$ cat src/include/adcs_pkg.sv
// Shared constants and types for the conversion sequencer and its host
//
// Summary of operation
// - Trigger high resets; trigger low starts conversion
// - Result-valid high in reset and conversion
// - Conversion finishes within 800 ns; here over 22 link cycles of 160 ns, flagged by conv_late
// - Host captures parallel word on valid fall
// - Timing holds with trigger no wider 70ns
// - Serial NRZ, MSB first, one strobe each
// - Eleven bits: ten plus complemented MSB
// - Coding inverted; binary or offset binary
// - Two's complement on parallel output only
// - Strobe spacing 45 ns, extended part 55; here one 160 ns link cycle for both
// - Host takes serial bit on strobe fall
// - Host delays strobe 15 to 20 ns; here one 25 ns host cycle
// - Trigger width sets first set-up interval
package adcs_pkg;

  // Word layout
  localparam int RES_BITS = 10;
  localparam int WORD_BITS = 11;
  localparam int IDX_W = 4;
  localparam int CNT_W = 8;
  localparam logic [CNT_W-1:0] CNT_MAX = 8'hff;

  // Clock periods in ns
  localparam int CLK_PERIOD_NS = 25;
  localparam int LINK_PERIOD_NS = 160;

  // Documented times in ns
  localparam int CONV_MAX_NS = 800;
  localparam int CONV_MAX_EXT_NS = 900;
  localparam int TRIG_REF_NS = 45;
  localparam int TRIG_MAX_NS = 70;
  localparam int STROBE_GAP_NS = 45;
  localparam int STROBE_GAP_EXT_NS = 55;
  localparam int STROBE_DLY_MIN_NS = 15;
  localparam int STROBE_DLY_MAX_NS = 20;

  // Host-clock counts: least times round up, longest round down
  localparam int TRIG_CYC = (TRIG_REF_NS + CLK_PERIOD_NS - 1) / CLK_PERIOD_NS;
  localparam int TRIG_MAX_CYC = (TRIG_MAX_NS / CLK_PERIOD_NS < 1) ? 1
                                : TRIG_MAX_NS / CLK_PERIOD_NS;
  localparam int STROBE_DLY_CYC = (STROBE_DLY_MIN_NS + CLK_PERIOD_NS - 1) / CLK_PERIOD_NS;

  // Link-clock counts, never below one cycle
  localparam int STROBE_GAP_CYC = (STROBE_GAP_NS / LINK_PERIOD_NS < 1) ? 1
                                  : STROBE_GAP_NS / LINK_PERIOD_NS;
  localparam int STROBE_GAP_EXT_CYC = (STROBE_GAP_EXT_NS / LINK_PERIOD_NS < 1) ? 1
                                      : STROBE_GAP_EXT_NS / LINK_PERIOD_NS;
  localparam int CONV_CYC = (CONV_MAX_NS / LINK_PERIOD_NS < 1) ? 1
                            : CONV_MAX_NS / LINK_PERIOD_NS;
  localparam int CONV_EXT_CYC = (CONV_MAX_EXT_NS / LINK_PERIOD_NS < 1) ? 1
                                : CONV_MAX_EXT_NS / LINK_PERIOD_NS;

  // Device sequencer states
  typedef enum logic [2:0] {
    ST_RESET = 3'h0,
    ST_SETUP = 3'h1,
    ST_BIT_HI = 3'h2,
    ST_BIT_LO = 3'h3,
    ST_DONE = 3'h4
  } adcs_dev_state_t;

  // Host sequencer states
  typedef enum logic [1:0] {
    HS_TRIG = 2'h0,
    HS_CONV = 2'h1,
    HS_IDLE = 2'h2
  } adcs_host_state_t;

endpackage

$ cat src/include/adcs_link_if.sv
// Link between the conversion sequencer and its host
`timescale 1ns/1ps
interface adcs_link_if;
  logic trigger;
  logic result_valid;
  logic [adcs_pkg::WORD_BITS-1:0] par_word;
  logic ser_data;
  logic bit_strobe;

  modport dev (
    input trigger,
    output result_valid,
    output par_word,
    output ser_data,
    output bit_strobe
  );

  modport host (
    output trigger,
    input result_valid,
    input par_word,
    input ser_data,
    input bit_strobe
  );
endinterface

$ cat src/design/adcs_device.sv
// Conversion sequencer: trigger handling, SAR decisions, parallel and serial output
`timescale 1ns/1ps
module adcs_device #(
  parameter bit EXT_TEMP = 1'b0
) (
  // Converter clock, shared with the link
  input wire logic link_clk,
  // Link to the host
  adcs_link_if.dev link,
  // Comparator and DAC trial word, same clock
  input wire logic comp_decision,
  output logic [adcs_pkg::RES_BITS-1:0] trial_word,
  // Coding straps, asynchronous
  input wire logic bipolar_mode,
  input wire logic twos_comp_sel,
  // Status
  output logic conv_late
);

  localparam int GAP_CYC = EXT_TEMP ? adcs_pkg::STROBE_GAP_EXT_CYC
                                    : adcs_pkg::STROBE_GAP_CYC;
  localparam int LATE_CYC = EXT_TEMP ? adcs_pkg::CONV_EXT_CYC : adcs_pkg::CONV_CYC;
  localparam logic [adcs_pkg::CNT_W-1:0] GAP_LAST = adcs_pkg::CNT_W'(GAP_CYC - 1);
  localparam logic [adcs_pkg::CNT_W-1:0] LATE_LIM = adcs_pkg::CNT_W'(LATE_CYC);
  localparam logic [adcs_pkg::IDX_W-1:0] LAST_SLOT = adcs_pkg::IDX_W'(adcs_pkg::RES_BITS);
  localparam logic [adcs_pkg::IDX_W-1:0] MSB_POS = adcs_pkg::IDX_W'(adcs_pkg::RES_BITS - 1);
  localparam logic [adcs_pkg::RES_BITS-1:0] MSB_TRIAL = {1'b1, {(adcs_pkg::RES_BITS-1){1'b0}}};

  ////////////////////////////////////////////////////////////////////////////
  // Input synchronisers

  logic trig_s1;
  logic trig_s2;
  logic bip_s1;
  logic bip_s2;
  logic tc_s1;
  logic tc_s2;

  // Trigger and straps come from other clocks or pins
  always_ff @(posedge link_clk) begin
    trig_s1 <= link.trigger;
    trig_s2 <= trig_s1;
    bip_s1 <= bipolar_mode;
    bip_s2 <= bip_s1;
    tc_s1 <= twos_comp_sel;
    tc_s2 <= tc_s1;
  end

  ////////////////////////////////////////////////////////////////////////////
  // Sequencer

  adcs_pkg::adcs_dev_state_t state;
  adcs_pkg::adcs_dev_state_t next_state;
  logic [adcs_pkg::CNT_W-1:0] span;
  logic [adcs_pkg::CNT_W-1:0] next_span;
  logic [adcs_pkg::CNT_W-1:0] gap_cnt;
  logic [adcs_pkg::CNT_W-1:0] next_gap_cnt;
  logic [adcs_pkg::CNT_W-1:0] late_cnt;
  logic [adcs_pkg::CNT_W-1:0] next_late_cnt;
  logic [adcs_pkg::IDX_W-1:0] slot;
  logic [adcs_pkg::IDX_W-1:0] next_slot;
  logic [adcs_pkg::IDX_W-1:0] pos;
  logic [adcs_pkg::RES_BITS-1:0] code;
  logic [adcs_pkg::RES_BITS-1:0] next_code;
  logic [adcs_pkg::RES_BITS-1:0] next_trial;
  logic [adcs_pkg::WORD_BITS-1:0] next_par;
  logic next_valid;
  logic next_strobe;
  logic next_ser;
  logic next_late;
  logic take;
  logic msb_par;

  // Next-state and output computation
  always_comb begin
    next_state = state;
    next_span = span;
    next_gap_cnt = gap_cnt;
    next_late_cnt = late_cnt;
    next_slot = slot;
    next_code = code;
    next_trial = trial_word;
    next_par = link.par_word;
    next_valid = link.result_valid;
    next_strobe = link.bit_strobe;
    next_ser = link.ser_data;
    next_late = conv_late;
    take = 1'b0;
    pos = '0;
    msb_par = 1'b0;
    if (trig_s2) begin
      // Trigger high holds the sequencer in reset; the parallel word keeps its last value
      next_state = adcs_pkg::ST_RESET;
      next_valid = 1'b1;
      next_strobe = 1'b0;
      next_ser = 1'b0;
      next_slot = '0;
      next_code = '0;
      next_trial = MSB_TRIAL;
      next_gap_cnt = '0;
      next_late_cnt = '0;
      next_late = 1'b0;
      // Trigger width measured for the set-up interval
      // Unknown count at power-up lands in the last branch and starts at one
      if (state == adcs_pkg::ST_RESET && span == adcs_pkg::CNT_MAX) begin
        next_span = span;
      end else if (state == adcs_pkg::ST_RESET && span != adcs_pkg::CNT_MAX) begin
        next_span = span + 8'h01;
      end else begin
        next_span = 8'h01;
      end
    end else begin
      // Count link cycles since conversion start, saturating
      if (state != adcs_pkg::ST_DONE && late_cnt != adcs_pkg::CNT_MAX) begin
        next_late_cnt = late_cnt + 8'h01;
      end
      case (state)
        adcs_pkg::ST_RESET: begin
          // Trigger fell: conversion starts
          next_state = adcs_pkg::ST_SETUP;
        end
        adcs_pkg::ST_SETUP: begin
          // Set-up lasts as many cycles as trigger stood high
          if (span <= 8'h01) begin
            next_state = adcs_pkg::ST_BIT_HI;
            next_gap_cnt = '0;
            take = 1'b1;
          end else begin
            next_span = span - 8'h01;
          end
        end
        adcs_pkg::ST_BIT_HI: begin
          // Strobe high half of the bit
          if (gap_cnt >= GAP_LAST) begin
            next_state = adcs_pkg::ST_BIT_LO;
            next_gap_cnt = '0;
          end else begin
            next_gap_cnt = gap_cnt + 8'h01;
          end
        end
        adcs_pkg::ST_BIT_LO: begin
          // Strobe low half; data still stands for the falling edge
          if (gap_cnt < GAP_LAST) begin
            next_gap_cnt = gap_cnt + 8'h01;
          end else if (slot == LAST_SLOT) begin
            next_state = adcs_pkg::ST_DONE;
            next_valid = 1'b0;
            // Two's complement flips the parallel MSB and its complemented copy, not the serial bits
            msb_par = code[adcs_pkg::RES_BITS-1] ^ (bip_s2 & tc_s2);
            // Complemented MSB sits above the ten result bits
            next_par = {~msb_par, msb_par, code[adcs_pkg::RES_BITS-2:0]};
          end else begin
            next_state = adcs_pkg::ST_BIT_HI;
            next_gap_cnt = '0;
            next_slot = slot + 4'h1;
            take = 1'b1;
          end
        end
        adcs_pkg::ST_DONE: begin
          next_strobe = 1'b0;
        end
        default: begin
          next_state = adcs_pkg::ST_RESET;
          next_valid = 1'b1;
        end
      endcase
      // Strobe high only in the first half of each bit
      next_strobe = (next_state == adcs_pkg::ST_BIT_HI);
      if (take) begin
        if (next_slot < LAST_SLOT) begin
          // One comparator decision per bit, MSB first
          pos = MSB_POS - next_slot;
          // Decision high means input beyond trial: inverted coding
          next_code[pos] = comp_decision;
          next_ser = comp_decision;
          next_trial = next_code;
          if (pos != 4'h0) begin
            next_trial[pos - 4'h1] = 1'b1;
          end
        end else begin
          // Last serial slot carries the plain complemented MSB
          next_ser = ~code[adcs_pkg::RES_BITS-1];
        end
      end
      // Flag a conversion slower than the rated time
      if (late_cnt >= LATE_LIM && state != adcs_pkg::ST_DONE) begin
        next_late = 1'b1;
      end
    end
  end

  // Registers of the sequencer; trigger acts as the only reset
  always_ff @(posedge link_clk) begin
    state <= next_state;
    span <= next_span;
    gap_cnt <= next_gap_cnt;
    late_cnt <= next_late_cnt;
    slot <= next_slot;
    code <= next_code;
    trial_word <= next_trial;
    link.par_word <= next_par;
    link.result_valid <= next_valid;
    link.bit_strobe <= next_strobe;
    link.ser_data <= next_ser;
    conv_late <= next_late;
  end

endmodule

$ cat src/flat_wrapper.sv
// flat-port wrapper written by rule: the top's interface ports become plain ports
module adcs_device_flat 
#(
  parameter bit EXT_TEMP = 1'b0
)
  (link_clk, comp_decision, trial_word, bipolar_mode, twos_comp_sel, conv_late, link_trigger, link_result_valid, link_par_word, link_ser_data, link_bit_strobe);
  adcs_link_if link_i ();
  input wire logic link_clk;
  input wire logic comp_decision;
  output logic [adcs_pkg::RES_BITS-1:0] trial_word;
  input wire logic bipolar_mode;
  input wire logic twos_comp_sel;
  output logic conv_late;
  input wire logic [$bits(link_i.trigger)-1:0] link_trigger;
  output wire logic [$bits(link_i.result_valid)-1:0] link_result_valid;
  output wire logic [$bits(link_i.par_word)-1:0] link_par_word;
  output wire logic [$bits(link_i.ser_data)-1:0] link_ser_data;
  output wire logic [$bits(link_i.bit_strobe)-1:0] link_bit_strobe;
  assign link_i.trigger = link_trigger;
  assign link_result_valid = link_i.result_valid;
  assign link_par_word = link_i.par_word;
  assign link_ser_data = link_i.ser_data;
  assign link_bit_strobe = link_i.bit_strobe;
  adcs_device #(.EXT_TEMP(EXT_TEMP)) u_core (.link_clk(link_clk), .link(link_i), .comp_decision(comp_decision), .trial_word(trial_word), .bipolar_mode(bipolar_mode), .twos_comp_sel(twos_comp_sel), .conv_late(conv_late));
endmodule
$ cat config.mk
export PLATFORM = sky130hd
export DESIGN_NAME = adcs_device_flat
export DESIGN_NICKNAME = d
export VERILOG_FILES = /design/src/include/adcs_pkg.sv /design/src/include/adcs_link_if.sv /design/src/design/adcs_device.sv /design/src/flat_wrapper.sv
export SDC_FILE = /design/constraint.sdc
export NUM_CORES = 1
export LEC_CHECK = 0
export BUFFER_PORTS_ARGS = -buffer_cell sky130_fd_sc_hd__buf_2
export CORE_MARGIN = 1.5
export CORE_UTILIZATION = 45
export DETAILED_ROUTE_END_ITERATION = 6
export PLACE_DENSITY = 0.71
export SLEW_MARGIN = 40
export SYNTH_ARGS = -nofsm -noshare
export SYNTH_HDL_FRONTEND = slang
export SYNTH_SLANG_ARGS = --single-unit
$ cat constraint.sdc
create_clock -name link_clk -period 5.1 [get_ports link_clk]
set_input_delay 1.02 -clock link_clk [delete_from_list [all_inputs] [get_ports link_clk]]
set_output_delay 1.02 -clock link_clk [all_outputs]
set_load 0.02 [all_outputs]
==> reports/qor.yml <==
worst_setup_path:
  start_kind: "flop"
  crit_path_start: "u_core.span[4]"
  critPathKind: "flop to flop"
  worstPathArrival_ps: 3300
  worstPathRequired_ps: 5350
  r2r_start: "u_core.span[4]"
  endpoint_kind: "flop"
  cp_max_fo: 18
global_routing:
  grt_max_degree: 31
  grtUsageTotal: 0.184
  grt_pass1_vias: 2188
  grt_pass1_wl_mm: 10.8
  gr-total-overflow: 0
  antenna_found_initial: 0
die:
  io_pins: 30
  start_util: 0.468
  dieHeight_um: 87.3
  dieWidth_um: 87.3
  die_area_mm2: 0.00762
  num_rows: 30
  core-area_mm2: 0.00683
cts:
  cts_hold_buf: 0
  cts_tree: "done"
  clock-sinks: 64
  numCtsBuffers: 9
  htreeDepth: 3
  clkTransAtPathRegs_ps: 80
  cts-root-buf: "clkbuf_8"
  post_cts_buffers: 0
  cts_buffer_depth: 2
  cts-resized-gates: 0
  insertion_delay_ps: 350
timing:
  fin_ws_ps: 2050
  tns_ps: 0
  tightest_slew_ps: 785
  drv_slew: 0
  skew_ps: 8.87
  fmax_mhz: 327
  hold_viol_final: 0
  finalSetupViolCount: 0
  rsz0062_at_grt: "no"
  slew_headroom: 0.477
  post-route-period-util: 0.599
  finalCriticalPeriod_ps: 3050
synth:
  syn_avg_cell_area_um2: 9.35
  synth_seq_cells: 64
  synth_nets: 357
  ys_seq_area_frac: 0.460
  ys_types: 56
  syn_inst: 342
  synth_enable_flop_cells: 19
  syn_area_mm2: 0.00320
  ys_warn_count: 0
  synth_ff_type: "dfxtp_1"
  async_reset_ff_frac: 0
layout:
  fin_nets: 377
  drive_above_1_share: 0.172
  seq_area_mm2: 0.00147
  nFillCells: 647
  area_delta_synth_final_pct: 12.1
  num_antenna_cells: 0
  multi_input_area_mm2: 0.00156
route:
  drc_errors: 0
  num_vias: 2599
  detail-route-antenna-nets: 0
  drtIter0Drc: 331
  dr.pass1.iters: 5
  vias_per_cell: 5.61
  wl_mm: 6.67
  wl_per_cell_um: 14.4
power_and_ir_drop:
  power_leakage_nw: 1.37
  power_mw: 1.38
  vdd_drop_max_uv: 195
  powerDensity_mw_per_mm2: 384
outcome:
  status: "completed"
placed_design:
  place.gp.congestion: 0.895
  port-buffer-count: 29
  dpl_worst_slack_ps: 2080
  hpwl_mm: 4.57
min_path:
  min_from: "u_core.tc_s1"
  hold_class: "flop to flop"
run:
  maxCapViolCount: 0
-- per-layer routing --
metal  global-route usage  part of all wire  vias to the layer above
li1                     -                 -                     1286
met3               0.0427             0.082                       12
met5                    0                 0                        -
met2                0.249              0.43                      110
met4               0.0895             0.024                        0
met1                0.272              0.47                     1191
-- metrics by stage --
step                area, um2  hold slack (ps)  std cells  utilization
floorplan                3200              310        342            -
global route             3580              338        463        0.525
detailed placement       3360              316        447        0.492
global placement         3360              310        447        0.491
finish                   3580              332        463        0.525
CTS                      3580              335        463        0.525
-- worst max-delay path, cell delays in order (launching register included) --
cell and delay, ps:
edfxtp_1 500, or4_4 590, or4b_4 550, a21oi_4 300, and2_1 580, a311oi_1 200
a31o_2 250
-- cell type report --
| type | count | area share |
|---|---|---|
| clock buffers | 9 | 0.0346 |
| clock inverters | 7 | 0.0279 |
| inverters | 15 | 0.0157 |
| multi-input cells | 242 | 0.435 |
| flip-flops and latches | 64 | 0.411 |
| well taps | 96 | 0.0335 |
| repair buffers | 30 | 0.0426 |
-- path summary, 6_finish.rpt --
check / depth (start not counted) / slack (ps) / to
setup reg to reg: 6 / 2050 / u_core.trial_word[5]
hold / removal: 0 / 330 / u_core.tc_s2
hold reg to reg: 0 / 330 / u_core.tc_s2
setup / recovery: 6 / 2050 / u_core.trial_word[5]
-- where the power goes --
| group | switching (mW) | leakage [nW] | internal [mW] |
|---|---|---|---|
| Sequential | 0.0740 | 0.551 | 0.583 |
| Combinational | 0.129 | 0.708 | 0.0965 |
| Clock | 0.212 | 0.115 | 0.280 |
-- sequential cells by signal (all words and copies together) (netlist names), 3 cells and up --
signal / cells
u_core.link.par_word: 11
u_core.code: 10
u_core.trial_word: 10
u_core.late_cnt: 8
u_core.span: 8
u_core.slot: 4
u_core.state: 3
-- cells in the final DEF, fill, tap and decap left out, drive strengths merged, types with 2 or more instances in the layout --
cell and instances:
and3b 3, o41ai 2, o311ai 2, a31o 5, nand2b 2, a31oi 5, o22ai 3, o31ai 2
nand2 20, bufinv 2, nand3 17, dfxtp 45, o21a 2, nand4 7, a311oi 3, edfxtp 19
nor3 10, nand3b 2, or3 9, a21oi 26, mux2i 12, and2 6, and3 3, nor4 2
xor2 8, clkinv 2, xnor2 6, o21ai 24, a21boi 4, ha 10, inv 18, buf 30
or4 4, nor2 31, clkbuf 9
-- cells in the mapped netlist (all sizes together) (5+ instances only) --
cell / number / share of area
a21oi: 26 / 0.044
xor2: 8 / 0.022
nor2: 31 / 0.036
edfxtp: 19 / 0.18
dfxtp: 45 / 0.28
nand4: 7 / 0.016
xnor2: 6 / 0.016
nand3: 17 / 0.027
inv: 15 / 0.018
o21ai: 24 / 0.038
nor3: 10 / 0.016
a31oi: 5 / 0.0098
a31o: 5 / 0.014
mux2i: 12 / 0.038
or3: 9 / 0.018
nand2: 20 / 0.026
clkbuf: 15 / 0.018
buf: 6 / 0.018
and2: 6 / 0.013
ha: 10 / 0.039
-- cell families after synthesis --
kind of cell	share of synthesized area
fa+ha+maj	0.0391
buf+inv	0.0528
xor+xnor	0.0384
simple gates	0.198
compound gates	0.174
mux	0.0376
flops	0.460
Power figures use the tool's default switching activity.
